<file path="src/common/ccg_regs.svh">
// constants of the configuration clear gesture sequencer
`ifndef CCG_REGS_SVH
`define CCG_REGS_SVH
`define CCG_CLK_HZ 50000000
`define CCG_START_WIN_S 120
`define CCG_STEP_S 3
`define CCG_WINDOW_S 30
`define CCG_COMMIT_S 120
`define CCG_RES_MIN_S 1
`define CCG_RES_MAX_S 3
`define CCG_MIN_QUAL 3
`define CCG_NUM_STEPS 5
`define CCG_FLASH_MS 200
`define CCG_CHASE_MS 100
`define CCG_IRQ_CLEARED 0
`define CCG_IRQ_CANCEL 1
`define CCG_IRQ_RESLOCK 2
`define CCG_IRQ_FBMON 3
`define CCG_ADDR_STAT 2'h0
`define CCG_ADDR_MASK 2'h1
`define CCG_ADDR_CFG 2'h2
`endif

</file>
<file path="src/common/ccg_pkg.sv">
// types of the configuration clear gesture sequencer
`default_nettype none
package ccg_pkg;
  typedef enum logic [8:0] {
    ST_IDLE = 9'h001,
    ST_BLOCK = 9'h002,
    ST_WREL = 9'h004,
    ST_CLEAR = 9'h008,
    ST_WBLK = 9'h010,
    ST_DONE = 9'h020,
    ST_LOCK = 9'h040,
    ST_WPOS = 9'h080,
    ST_SPARE = 9'h100
  } ccg_state_e;
  typedef struct packed {
    logic blocked;
    logic center;
    logic outer;
  } ccg_beam_s;
  typedef struct packed {
    logic single_plug;
    logic ext_cabled;
    logic ext_upstream;
  } ccg_plug_s;
  typedef enum logic [2:0] {
    ROLE_SINGLE = 3'h1,
    ROLE_HOST = 3'h2,
    ROLE_GUEST = 3'h4
  } ccg_role_e;
endpackage
`default_nettype wire

</file>
<file path="src/hw/ccg_seq.sv">
// configuration clear gesture sequencer
`timescale 1ns/10ps
`default_nettype none
`include "ccg_regs.svh"
module ccg_seq #(
  parameter int unsigned CLK_HZ = `CCG_CLK_HZ,
  parameter int unsigned SEC_CYC = CLK_HZ
) (
  input wire logic clk,
  input wire logic rst_b,
  input wire ccg_pkg::ccg_beam_s beam,
  input wire logic [4:0] quality,
  input wire ccg_pkg::ccg_plug_s plug,
  input wire logic fb_wired,
  input wire logic first_switch,
  input wire logic reset_button,
  input wire logic power_off,
  input wire logic nv_clear_pend,
  input wire logic nv_restart_lock,
  input wire logic nv_fb_mon,
  input wire logic [1:0] addr,
  input wire logic [7:0] wdata,
  input wire logic wr,
  input wire logic rd,
  output logic [7:0] rdata,
  output logic irq,
  output logic comm_indicator,
  output logic [4:0] align_blue,
  output logic restart_lock_led,
  output logic fb_mon_led,
  output logic restart_lock,
  output logic contactor_feedback_monitor,
  output logic clear_pend,
  output logic nv_write,
  output ccg_pkg::ccg_role_e role,
  output logic cascade_err
);
  localparam int unsigned FLASH_CYC = (SEC_CYC / 1000) * `CCG_FLASH_MS;
  localparam int unsigned CHASE_CYC = (SEC_CYC / 1000) * `CCG_CHASE_MS;

  ccg_pkg::ccg_state_e state;
  logic [31:0] pre;
  logic sec_tick;
  logic [7:0] up_sec;
  logic [7:0] st_sec;
  logic [2:0] step;
  logic want_center;
  logic start_open;
  logic qual_ok;
  logic [2:0] flash_req;
  logic [2:0] flash_cnt;
  logic [31:0] flash_tmr;
  logic flash_on;
  logic blue_flash;
  logic chase_on;
  logic chase_out;
  logic [2:0] chase_pos;
  logic [31:0] chase_tmr;
  logic [7:0] btn_sec;
  logic btn_q;
  logic ev_cleared, ev_cancel, ev_res, ev_fb;
  logic [3:0] stat, mask, ev;
  logic boot_done;
  logic idle_armed;

  // count lit quality levels
  function automatic logic [2:0] pop5(input logic [4:0] v);
    pop5 = 3'(v[0]) + 3'(v[1]) + 3'(v[2]) + 3'(v[3]) + 3'(v[4]);
  endfunction

  assign qual_ok = pop5(quality) >= 3'(`CCG_MIN_QUAL);
  assign start_open = up_sec < 8'(`CCG_START_WIN_S);

  // one-second enable
  always_ff @(posedge clk) begin
    if (!rst_b) begin
      pre <= 32'h0;
      sec_tick <= 1'b0;
    end else begin
      sec_tick <= (pre == SEC_CYC - 1);
      pre <= (pre == SEC_CYC - 1) ? 32'h0 : pre + 32'h1;
    end
  end

  // seconds since power-up, saturating
  always_ff @(posedge clk) begin
    if (!rst_b) begin
      up_sec <= 8'h0;
    end else if (sec_tick && up_sec != 8'hff) begin
      up_sec <= up_sec + 8'h1;
    end
  end

  // role from plug only, nothing stored
  always_ff @(posedge clk) begin
    if (!rst_b) begin
      role <= ccg_pkg::ROLE_SINGLE;
      cascade_err <= 1'b0;
    end else begin
      if (plug.single_plug) begin
        role <= plug.ext_upstream ? ccg_pkg::ROLE_GUEST : ccg_pkg::ROLE_SINGLE;
      end else begin
        role <= plug.ext_upstream ? ccg_pkg::ROLE_GUEST : ccg_pkg::ROLE_HOST;
      end
      // cascade plug with nothing cabled
      cascade_err <= !plug.single_plug && !plug.ext_cabled;
    end
  end

  // gesture sequence
  always_ff @(posedge clk) begin
    if (!rst_b) begin
      state <= ccg_pkg::ST_IDLE;
      st_sec <= 8'h0;
      step <= 3'h0;
      want_center <= 1'b1;
      flash_req <= 3'h0;
      blue_flash <= 1'b0;
      chase_on <= 1'b0;
      chase_out <= 1'b0;
      ev_cleared <= 1'b0;
      ev_cancel <= 1'b0;
      clear_pend <= 1'b0;
      idle_armed <= 1'b0;
    end else begin
      flash_req <= 3'h0;
      ev_cleared <= 1'b0;
      ev_cancel <= 1'b0;
      st_sec <= sec_tick ? st_sec + 8'h1 : st_sec;
      case (state)
        ccg_pkg::ST_IDLE: begin
          st_sec <= 8'h0;
          if (!beam.blocked) begin
            idle_armed <= 1'b1; // a new first step needs a clear field
          end
          if (!start_open) begin
            state <= ccg_pkg::ST_LOCK;
          end else if (beam.blocked && qual_ok && idle_armed) begin
            state <= ccg_pkg::ST_BLOCK;
            step <= 3'h0;
            idle_armed <= 1'b0;
          end
        end
        ccg_pkg::ST_BLOCK: begin
          if (!beam.blocked || !qual_ok) begin
            state <= (step == 3'h0) ? ccg_pkg::ST_IDLE : ccg_pkg::ST_WPOS;
            st_sec <= 8'h0;
          end else if (step != 3'h0 && (beam.center != want_center)) begin
            state <= ccg_pkg::ST_WPOS;
          end else if (st_sec >= 8'(`CCG_STEP_S)) begin
            flash_req <= 3'h1;
            state <= ccg_pkg::ST_WREL;
            st_sec <= 8'h0;
          end
        end
        ccg_pkg::ST_WREL: begin
          if (!beam.blocked) begin
            state <= ccg_pkg::ST_CLEAR;
            st_sec <= 8'h0;
            chase_on <= (step != 3'(`CCG_NUM_STEPS - 1));
            chase_out <= (step == 3'h0) ? 1'b0 : want_center; // first hint points inward to center
            want_center <= (step == 3'h0) ? 1'b1 : !want_center;
          end else if (st_sec >= 8'(`CCG_WINDOW_S)) begin
            state <= ccg_pkg::ST_WPOS;
          end
        end
        ccg_pkg::ST_CLEAR: begin
          if (beam.blocked) begin
            state <= ccg_pkg::ST_WPOS;
          end else if (st_sec >= 8'(`CCG_STEP_S)) begin
            st_sec <= 8'h0;
            if (step == 3'(`CCG_NUM_STEPS - 1)) begin
              flash_req <= 3'h3;
              blue_flash <= 1'b1;
              chase_on <= 1'b0;
              ev_cleared <= 1'b1;
              state <= ccg_pkg::ST_DONE;
            end else begin
              flash_req <= 3'h1;
              state <= ccg_pkg::ST_WBLK;
            end
          end
        end
        ccg_pkg::ST_WBLK: begin
          if (beam.blocked) begin
            step <= step + 3'h1;
            st_sec <= 8'h0;
            state <= ccg_pkg::ST_BLOCK;
            chase_on <= 1'b0;
          end else if (st_sec >= 8'(`CCG_WINDOW_S)) begin
            state <= ccg_pkg::ST_WPOS;
          end
        end
        ccg_pkg::ST_DONE: begin
          if (power_off) begin
            clear_pend <= 1'b1;
          end
          if (st_sec >= 8'(`CCG_COMMIT_S)) begin
            state <= ccg_pkg::ST_LOCK;
            blue_flash <= 1'b0;
          end
        end
        ccg_pkg::ST_WPOS: begin
          flash_req <= 3'h2;
          ev_cancel <= 1'b1;
          chase_on <= 1'b0;
          want_center <= 1'b1;
          idle_armed <= 1'b0;
          state <= ccg_pkg::ST_IDLE;
        end
        ccg_pkg::ST_LOCK: begin
          st_sec <= 8'h0;
        end
        default: begin
          state <= ccg_pkg::ST_IDLE;
        end
      endcase
    end
  end

  // comm indicator flash train
  always_ff @(posedge clk) begin
    if (!rst_b) begin
      flash_cnt <= 3'h0;
      flash_tmr <= 32'h0;
      flash_on <= 1'b0;
    end else if (flash_req != 3'h0) begin
      flash_cnt <= flash_req;
      flash_tmr <= 32'h0;
      flash_on <= 1'b1;
    end else if (flash_cnt != 3'h0) begin
      if (flash_tmr == FLASH_CYC - 1) begin
        flash_tmr <= 32'h0;
        flash_on <= !flash_on; // off phase ends only while flashes remain
        flash_cnt <= flash_on ? flash_cnt - 3'h1 : flash_cnt;
      end else begin
        flash_tmr <= flash_tmr + 32'h1;
      end
    end
  end

  // alignment chaser
  always_ff @(posedge clk) begin
    if (!rst_b) begin
      chase_pos <= 3'h0;
      chase_tmr <= 32'h0;
    end else if (chase_tmr == CHASE_CYC - 1) begin
      chase_tmr <= 32'h0;
      chase_pos <= (chase_pos == 3'h4) ? 3'h0 : chase_pos + 3'h1;
    end else begin
      chase_tmr <= chase_tmr + 32'h1;
    end
  end

  // blue lights: chaser, success flash or quality bar
  always_ff @(posedge clk) begin
    if (!rst_b) begin
      align_blue <= 5'h00;
      comm_indicator <= 1'b0;
    end else begin
      comm_indicator <= flash_on;
      if (chase_on) begin
        align_blue <= chase_out ? (5'h01 << chase_pos) : (5'h10 >> chase_pos);
      end else if (blue_flash) begin
        align_blue <= flash_on ? 5'h1f : 5'h00;
      end else begin
        align_blue <= quality;
      end
    end
  end

  // boot load of stored functions and button timing
  always_ff @(posedge clk) begin
    if (!rst_b) begin
      boot_done <= 1'b0;
      restart_lock <= 1'b0;
      contactor_feedback_monitor <= 1'b0;
      btn_sec <= 8'h0;
      btn_q <= 1'b0;
      ev_res <= 1'b0;
      ev_fb <= 1'b0;
      nv_write <= 1'b0;
    end else begin
      ev_res <= 1'b0;
      ev_fb <= 1'b0;
      nv_write <= 1'b0;
      btn_q <= reset_button;
      if (!boot_done) begin
        boot_done <= 1'b1;
        restart_lock <= nv_clear_pend ? 1'b0 : nv_restart_lock;
        contactor_feedback_monitor <= nv_clear_pend ? 1'b0 : nv_fb_mon;
        nv_write <= nv_clear_pend;
      end else begin
        if (fb_wired && first_switch && !contactor_feedback_monitor) begin
          contactor_feedback_monitor <= 1'b1;
          ev_fb <= 1'b1;
          nv_write <= 1'b1;
        end
        if (reset_button) begin
          btn_sec <= (sec_tick && btn_sec != 8'hff) ? btn_sec + 8'h1 : btn_sec;
        end else begin
          btn_sec <= 8'h0;
        end
        if (btn_q && !reset_button && btn_sec >= 8'(`CCG_RES_MIN_S)
            && btn_sec < 8'(`CCG_RES_MAX_S) && !restart_lock) begin
          restart_lock <= 1'b1;
          ev_res <= 1'b1;
          nv_write <= 1'b1;
        end
      end
    end
  end

  assign fb_mon_led = contactor_feedback_monitor;
  assign restart_lock_led = restart_lock && (pre < SEC_CYC / 2);

  // sticky status, write one clears, set wins
  assign ev = {ev_fb, ev_res, ev_cancel, ev_cleared};
  always_ff @(posedge clk) begin
    if (!rst_b) begin
      stat <= 4'h0;
      mask <= 4'h0;
    end else begin
      if (wr && addr == `CCG_ADDR_MASK) begin
        mask <= wdata[3:0];
      end
      if (wr && addr == `CCG_ADDR_STAT) begin
        stat <= (stat & ~wdata[3:0]) | ev;
      end else begin
        stat <= stat | ev;
      end
    end
  end
  assign irq = |(stat & mask);

  // register read data, one cycle after strobe
  always_ff @(posedge clk) begin
    if (!rst_b) begin
      rdata <= 8'h00;
    end else if (rd) begin
      case (addr)
        `CCG_ADDR_STAT: rdata <= {4'h0, stat};
        `CCG_ADDR_MASK: rdata <= {4'h0, mask};
        `CCG_ADDR_CFG: rdata <= {3'h0, clear_pend, step, restart_lock};
        default: rdata <= {contactor_feedback_monitor, role, 1'b0, state == ccg_pkg::ST_LOCK, 2'h0};
      endcase
    end else begin
      rdata <= 8'h00;
    end
  end

  a_start_win: assert property (@(posedge clk) disable iff (!rst_b)
    (state == ccg_pkg::ST_IDLE && !start_open) |=> state == ccg_pkg::ST_LOCK) else $error("late start");
  a_quality_gate: assert property (@(posedge clk) disable iff (!rst_b)
    (state == ccg_pkg::ST_IDLE && !qual_ok) |=> state != ccg_pkg::ST_BLOCK) else $error("low quality start");
  a_block_ack: assert property (@(posedge clk) disable iff (!rst_b)
    (state == ccg_pkg::ST_BLOCK ##1 state == ccg_pkg::ST_WREL)
    |-> flash_req == 3'h1) else $error("block ack missing");
  a_release_win: assert property (@(posedge clk) disable iff (!rst_b)
    (state == ccg_pkg::ST_WREL && st_sec > 8'(`CCG_WINDOW_S)) |-> 1'b0) else $error("release window");
  a_cancel_two: assert property (@(posedge clk) disable iff (!rst_b)
    state == ccg_pkg::ST_WPOS |=> flash_req == 3'h2 && state == ccg_pkg::ST_IDLE) else $error("cancel flash");
  a_success_blue: assert property (@(posedge clk) disable iff (!rst_b)
    $rose(ev_cleared) |-> blue_flash && state == ccg_pkg::ST_DONE) else $error("success flash");
  a_commit_power: assert property (@(posedge clk) disable iff (!rst_b)
    $rose(clear_pend) |-> $past(state) == ccg_pkg::ST_DONE && $past(power_off))
    else $error("commit outside window");
  a_step_bound: assert property (@(posedge clk) disable iff (!rst_b)
    step < 3'(`CCG_NUM_STEPS)) else $error("step range");
endmodule
`default_nettype wire

</file>
<file path="config.mk">
export PLATFORM = sky130hd
export DESIGN_NAME = ccg_seq
export DESIGN_NICKNAME = d
export VERILOG_FILES = /design/src/common/ccg_pkg.sv /design/src/hw/ccg_seq.sv
export VERILOG_INCLUDE_DIRS = /design/src /design/src/common
export SDC_FILE = /design/constraint.sdc
export NUM_CORES = 1
export LEC_CHECK = 0
export BUFFER_PORTS_ARGS = -buffer_cell sky130_fd_sc_hd__buf_2
export CORE_MARGIN = 2
export CORE_UTILIZATION = 49
export CTS_BUF_LIST = sky130_fd_sc_hd__clkbuf_8
export DETAILED_ROUTE_END_ITERATION = 6
export HOLD_SLACK_MARGIN = 0.12
export PLACE_DENSITY_LB_ADDON = 0.08
export RECOVER_POWER = 25
export SLEW_MARGIN = 40
export SYNTH_ARGS = -nofsm -noshare
export SYNTH_HDL_FRONTEND = slang
export SYNTH_SLANG_ARGS = --single-unit
</file>
<file path="constraint.sdc">
create_clock -name clk -period 9.2 [get_ports clk]
set_input_delay 1.38 -clock clk [delete_from_list [all_inputs] [get_ports clk]]
set_output_delay 1.38 -clock clk [all_outputs]
set_load 0.005 [all_outputs]
</file>
==> flow_summary.json, run 1 <==
{
  "ff2ff_path_depth": 9,
  "synth_nets": 1076,
  "route.detailed.drc": 0,
  "cp_data_required_time_ns": 9.59,
  "hold_class": "flop to flop",
  "synth_mux_area_share_pct": 1.412,
  "p_per_area_nw_per_um2": 152.5,
  "hpwlAfterDp_mm": 13.07,
  "worstSkewPairLatency_ns": 0.46,
  "final_common_cell": "dfxtp_1",
  "skew_ns": 0.01065,
  "r2r_start": "flash_cnt[0]",
  "grt_pass1_vias": 6456,
  "irDropWorstVdd_mv": 0.1328,
  "setup_violations": 0,
  "path_class": "input port to flop",
  "clockRootBuffer": "clkbuf_8",
  "ys_ff_latch": 183,
  "period_needed_ns": 3.993,
  "power.leakage_uw": 0.003478,
  "vias": 7069,
  "first_pass_iters": 5,
  "io_pins": 57,
  "grt_pass1_wl_mm": 30.79,
  "post_cts_resized": 0,
  "cap_violations": 1,
  "clk_pin_slew_worst_paths_ns": 0.09,
  "routed_via_density": 5.459,
  "rsz0062_at_grt": "no",
  "wl_met3_um": 775,
  "holdBufCountCts": 0,
  "start_util_pct": 50.37,
  "finalHoldWorstSlack_ns": 0.4453,
  "cts_made_buffers": 17,
  "antenna_found_initial": 0,
  "async_reset_ff_share_pct": 0,
  "cp_slowest_cell": "or4_1",
  "slowest_delay_ns": 0.60,
  "slew_headroom_pct": 0.6687,
  "cp.buffers_inverters": 3,
  "r2r_setup_slack_ns": 6.33,
  "tightest_slew_ns": 1.490,
  "synth_top_family_by_area": "simple AND/OR/NAND/NOR gates",
  "avgRoutedWirePerCell_um": 14.40,
  "r2r_end": "flash_tmr[20]",
  "synthCells": 1023,
  "cp-end-kind": "flop",
  "avgSynthCellArea_um2": 8.575,
  "io_buffer_count": 51,
  "hold_start": "ev_res",
  "syn-cell-area_um2": 8772,
  "worstPathCellList": "buf_2, inv_1, fa_1, fa_1, inv_1, ha_1, nor2b_1, o21ai_0, or4_1, a41o_1, a211oi_2",
  "antennaDiodeCount": 0,
  "cts_tree": "done",
  "route.met2.wl_mm": 8.568,
  "min_path_cells": 2,
  "synth_cell_type_count": 79,
  "die_area_um2": 18990,
  "m1WireLength_mm": 9.106,
  "synth_compound_area_share_pct": 8.344,
  "worst_slack_ns": 5.207,
  "synth_edf_count": 0,
  "synth_xor_area_share_pct": 10.78,
  "violations": "max-capacitance violations",
  "clockBufferDepth": 2,
  "area_growth_pct": 9.171,
  "period_share_pct": 43.40,
  "slew_viol_final": 0,
  "top_layer_used": "met4",
  "seq_area_frac_synth_pct": 41.76,
  "max_freq_ghz": 0.2505,
  "place.gp.congestion": 0.8496,
  "fp-row-count": 48,
  "synthAdderAreaFrac_pct": 3.166,
  "post_cts_buffers": 0,
  "hold-path-endpoint": "stat[2]",
  "core_area_um2": 17420,
  "multi_input_area_um2": 4802,
  "htree_levels": 4,
  "post-route-util_pct": 54.99,
  "cts.sinks": 183,
  "ys_warn_count": 0,
  "crit_arrival_ns": 4.38,
  "dp_slack_ns": 4.752,
  "nets": 1111,
  "layout_common_cells": "dfxtp_1 (183), nor2_1 (163), nand2_1 (75), nand3_1 (57), xor2_1 (57)",
  "tns_ns": 0,
  "grt_max_degree": 31,
  "drtAntennaViolNets": 0,
  "crit_family": "adder cells",
  "run_status": "finished, violations left",
  "chipHeight_um": 137.8,
  "path_max_fanout": 8,
  "grt_usage_pct": 20.35,
  "dieWidth_um": 137.8,
  "ys.flop_type": "dfxtp_1",
  "drt_iter0_markers": 409,
  "start_kind": "input port",
  "hold_viol_final": 0,
  "routed_wl_mm": 18.64,
  "synth-simple-area-share_pct": 30.87,
  "fillers": 1638,
  "drive_gt1_share_pct": 8.972,
  "gr-total-overflow": 0,
  "regArea_um2": 3664
}
-- worst max-delay path by stage --
stage | startpoint | depth (start not counted) | end
after floorplan | quality[0] | 10 | st_sec[1]
after global placement | quality[0] | 11 | st_sec[1]
after detailed placement | quality[0] | 11 | st_sec[1]
after CTS | quality[0] | 11 | st_sec[1]
after global routing | quality[0] | 11 | st_sec[1]
final | quality[0] | 11 | st_sec[1]
-- worst register-to-register path: stages (launching register included) --
cell and delay (ns):
dfxtp_1 0.34, inv_1 0.06, ha_1 0.19, ha_1 0.27
nand4b_1 0.31, or2_1 0.35, or3_1 0.43, nand3_1 0.38
buf_4 0.35, nor2_1 0.09
-- synth_stat cells (all sizes together), types with 3 or more instances --
cell type	number	area (um2)
nor3b	9	67.56
and2	9	56.31
or2	4	25.03
inv	36	135.1
nor3	29	161.4
nand2	75	281.5
clkbuf	20	76.32
a21oi	41	205.2
and4	15	132.6
xor2	57	499.2
o2111ai	3	26.28
nand3b	3	22.52
a31oi	5	31.28
nor4	30	257.8
a21o	3	22.52
o21ai	30	150.1
a211oi	3	27.52
mux2i	9	90.09
and3	21	132.6
buf	18	102.6
and3b	3	27.53
o21a	3	22.52
nand2b	8	50.05
nand4b	5	43.79
or3	7	43.79
nor4bb	3	30.03
xnor2	51	446.7
or4	8	60.06
dfxtp	183	3664
nor2b	8	50.05
o31ai	4	30.03
nand4	35	219.0
nand3	57	285.3
nor4b	10	93.84
ha	19	237.7
nor2	165	624.4
-- area by class of cell --
type,count,area share [%]
clock buffer,18,2.587
tap,225,2.940
multi-input combinational,765,50.14
sequential,183,38.25
timing repair buffer,54,2.744
inverter,37,1.450
clock inverter,13,1.881
-- per-layer routing --
metal  global-route usage [%]  vias up
li1                         -     3655
met4                    5.896        0
met5                        0        -
met3                    4.341       16
met2                    32.42      128
met1                    27.85     3270
-- flip-flops by register name, summed over array words and instances (netlist names), 4 cells and up --
| name | count |
|---|---|
| state | 9 |
| stat | 4 |
| up_sec | 8 |
| pre | 32 |
| mask | 4 |
| flash_tmr | 32 |
| align_blue | 5 |
| chase_tmr | 32 |
| rdata | 8 |
| btn_sec | 8 |
| st_sec | 8 |
-- logic make-up (layout without fill, tap and decap cells) --
group,Yosys count,after routing
AND/OR/NAND/NOR,508,508
flip-flops,183,183
AO/OA/AOI/OAI,116,116
XOR/XNOR,108,108
buffers and inverters,75,122
adder cells (fa/ha/maj),21,21
multiplexers,11,11
other,1,1
-- power breakdown --
part	internal [uW]	switching, uW
Clock	302	289
Sequential	799	7.57
Combinational	21.6	41.3
Total	1120	338
-- stage by stage --
stage | total power [uW] | cells | area, um2
2_1_floorplan | 865.1 | 1023 | 8772
3_3_place_gp | 888.8 | 1264 | 9153
3_5_place_dp | 888.7 | 1264 | 9155
4_1_cts | 1477 | 1295 | 9583
5_1_grt | 1517 | 1295 | 9577
6_report | 1461 | 1295 | 9577
Power figures use the tool's default switching activity.
==> run 2, diff against run 1 <==
--- a/config.mk
+++ b/config.mk
@@ -6,6 +6,7 @@
 export SDC_FILE = /design/constraint.sdc
 export NUM_CORES = 1
 export LEC_CHECK = 0
+export ABC_AREA = 1
 export BUFFER_PORTS_ARGS = -buffer_cell sky130_fd_sc_hd__buf_2
 export CORE_MARGIN = 2
 export CORE_UTILIZATION = 49
==> constraint.sdc (replaced) <==
create_clock -name clk -period 3.9 [get_ports clk]
set_input_delay 0.585 -clock clk [delete_from_list [all_inputs] [get_ports clk]]
set_output_delay 0.585 -clock clk [all_outputs]
set_load 0.005 [all_outputs]
==> run 2 against run 1 <==
Net effect: clock-buffer cell count decreased by 1; synthesized cell count rose by 36%; clock skew up 0.0051 ns; cell count grew 31%; critical endpoint is now flash_tmr[26]; synthesized area is 7.0% higher; combinational power increased to 2.5 times the previous value; the run now ends clean; worst hold slack worse by 0.17 ns; global-route usage up 1.4 points.
==> flow_summary.json, run 2 <==
{
  "finalNonFillerCells": 1692,
  "gr-total-overflow": 0,
  "synth_edf_count": 0,
  "route.met2.wl_mm": 9.779,
  "syn-cell-area_um2": 9389,
  "crit_path_end": "flash_tmr[26]",
  "r2r_end": "flash_tmr[26]",
  "wl_met3_um": 717,
  "tns_ns": 0,
  "synth.most_common_cell": "nand2_1",
  "yosysTopAreaCell": "dfxtp_1",
  "chipHeight_um": 142.4,
  "antenna_found_initial": 0,
  "grt_usage_pct": 21.77,
  "drtAntennaViolNets": 0,
  "hold_class": "input port to flop",
  "grt_pass1_wl_mm": 36.29,
  "grt_max_degree": 38,
  "antennaDiodeCount": 0,
  "slowest_delay_ns": 0.55,
  "layout_common_cells": "nand2_1 (302), nor2_1 (203), inv_1 (194), dfxtp_1 (183), nand3_1 (98)",
  "slew_headroom_pct": 11.41,
  "r2r_start": "flash_cnt[0]",
  "clockRootBuffer": "clkbuf_8",
  "rsz0062_at_grt": "no",
  "holdBufCountCts": 0,
  "cp_slowest_cell": "nor2_2",
  "synth_nets": 1442,
  "nets": 1498,
  "vias": 8578,
  "place.gp.congestion": 0.8661,
  "first_pass_iters": 5,
  "m1WireLength_mm": 10.62,
  "drive_gt1_share_pct": 8.025,
  "clk_pin_slew_worst_paths_ns": 0.10,
  "top_layer_used": "met4",
  "tightest_slew_ns": 1.329,
  "cap_violations": 0,
  "irDropWorstVdd_mv": 0.1954,
  "seq_area_frac_synth_pct": 39.02,
  "run_status": "finished, final reports clean",
  "avgSynthCellArea_um2": 6.760,
  "ys.flop_type": "dfxtp_1",
  "crit_arrival_ns": 2.93,
  "start_util_pct": 50.03,
  "clockBufferDepth": 2,
  "slew_viol_final": 0,
  "async_reset_ff_share_pct": 0,
  "routed_via_density": 5.070,
  "final_common_cell": "nand2_1",
  "io_pins": 57,
  "area_growth_pct": 8.928,
  "dp.cells": 1660,
  "ff2ff_path_depth": 11,
  "cp_data_required_time_ns": 4.30,
  "p_per_area_nw_per_um2": 324.6,
  "period_share_pct": 64.67,
  "max_freq_ghz": 0.3965,
  "synthTopCellsByArea": "dfxtp_1 (39%), nand2_1 (12%), nor2_1 (8.1%)",
  "reg_top3": "chase_tmr: 32 flops, flash_tmr: 32 flops, pre: 32 flops",
  "ys_ff_latch": 183,
  "r2r_setup_slack_ns": 1.38,
  "cts_tree": "done",
  "skew_ns": 0.01577,
  "core_area_um2": 18770,
  "synth_top_area_share_pct": 39.02,
  "cts_made_buffers": 17,
  "worstSkewPairLatency_ns": 0.47,
  "synth_cell_type_count": 47,
  "dp_slack_ns": 0.9342,
  "fp-row-count": 50,
  "crit_family": "simple AND/OR/NAND/NOR gates",
  "cts.sinks": 183,
  "grt_pass1_vias": 7866,
  "ys_warn_count": 0,
  "start_kind": "flop",
  "yosys-top-cells-count": "nand2_1 (302), nor2_1 (203), inv_1 (193)",
  "io_buffer_count": 51,
  "routed_wl_mm": 21.32,
  "post_cts_buffers": 0,
  "path_class": "flop to flop",
  "avgRoutedWirePerCell_um": 12.60,
  "cp.buffers_inverters": 2,
  "hold_viol_final": 0,
  "drt_iter0_markers": 452,
  "dieWidth_um": 142.4,
  "finalHoldWorstSlack_ns": 0.2717,
  "cp-end-kind": "flop",
  "power.leakage_uw": 0.004027,
  "die_area_um2": 20280,
  "hpwlAfterDp_mm": 16.17,
  "setup.worst_path.start": "flash_cnt[0]",
  "post_cts_resized": 0,
  "worstPathCellList": "inv_1, ha_1, ha_1, inv_1, nand3_1, nor2_1, nand3_1, nor2_1, nor2_2, o21ai_0, a21oi_1",
  "crit_cells": 11,
  "synthCells": 1389,
  "worst_slack_ns": 1.378,
  "htree_levels": 4,
  "setup_violations": 0,
  "route.detailed.drc": 0,
  "path_max_fanout": 18,
  "period_needed_ns": 2.522
}
run 2: cell count changes in the layout (fill, tap and decap cells not counted), sizes merged, moves of 28 or more:
cell / delta
nor2: +56
xor2: -30
nor3: +28
inv: +164
a21oi: +53
xnor2: -42
nand2: +234
nand3: +41
run 2: cell type report:
type	instances	area, um2
fillers	1899	8541
flip-flops and latches	183	3664
clock inverters	15	153.9
clock buffers	17	234.0
repair buffers	53	257.7
inverters	198	743.2
well taps	234	292.8
multi-input cells	992	4882
run 2: worst min path at each step:
| stage | start | endpoint | slack (ns) | depth (start not counted) |
|---|---|---|---|---|
| 6_report | plug[1] | cascade_err | 0.27 | 2 |
| 2_1_floorplan | ev_cleared | stat[0] | 0.41 | 2 |
| 3_5_place_dp | role[1] | rdata[5] | 0.43 | 2 |
| 4_1_cts | plug[1] | cascade_err | 0.24 | 2 |
| 5_1_grt | plug[1] | cascade_err | 0.23 | 2 |
| 3_3_place_gp | ev_fb | stat[3] | 0.42 | 2 |
run 2: report_power, final:
| group | total (uW) | switching (uW) | internal (uW) | leakage (uW) |
|---|---|---|---|---|
| Sequential | 1900 | 12.3 | 1890 | 0.00148 |
| Combinational | 160 | 108 | 51.2 | 0.00235 |
| Clock | 1260 | 780 | 481 | 0.000193 |
run 2: layer usage:
layer  global-route usage (%)  vias up
met5                        0        -
met4                    5.159        0
met3                    3.634       18
met2                    35.95      150
met1                    29.87     3818
li1                         -     4592
run 2: metrics by stage:
| step | utilization [%] | cell area (um2) | power, uW |
|---|---|---|---|
| global placement | 52.49 | 9852 | 2103 |
| CTS | 54.56 | 10240 | 3366 |
| global route | 54.49 | 10230 | 3468 |
| floorplan | - | 9389 | 2049 |
| detailed placement | 52.49 | 9852 | 2104 |
| finish | 54.49 | 10230 | 3320 |
run 2: cells by family (layout without fill, tap and decap cells):
logic type | Yosys count | after routing | share of synthesized area [%]
AO/OA/AOI/OAI | 166 | 166 | 9.542
XOR/XNOR | 36 | 36 | 3.358
adder cells (fa/ha/maj) | 21 | 21 | 2.958
buffers and inverters | 214 | 283 | 8.982
flip-flops | 183 | 183 | 39.02
other | 1 | 1 | 0.03994
AND/OR/NAND/NOR | 768 | 768 | 36.10
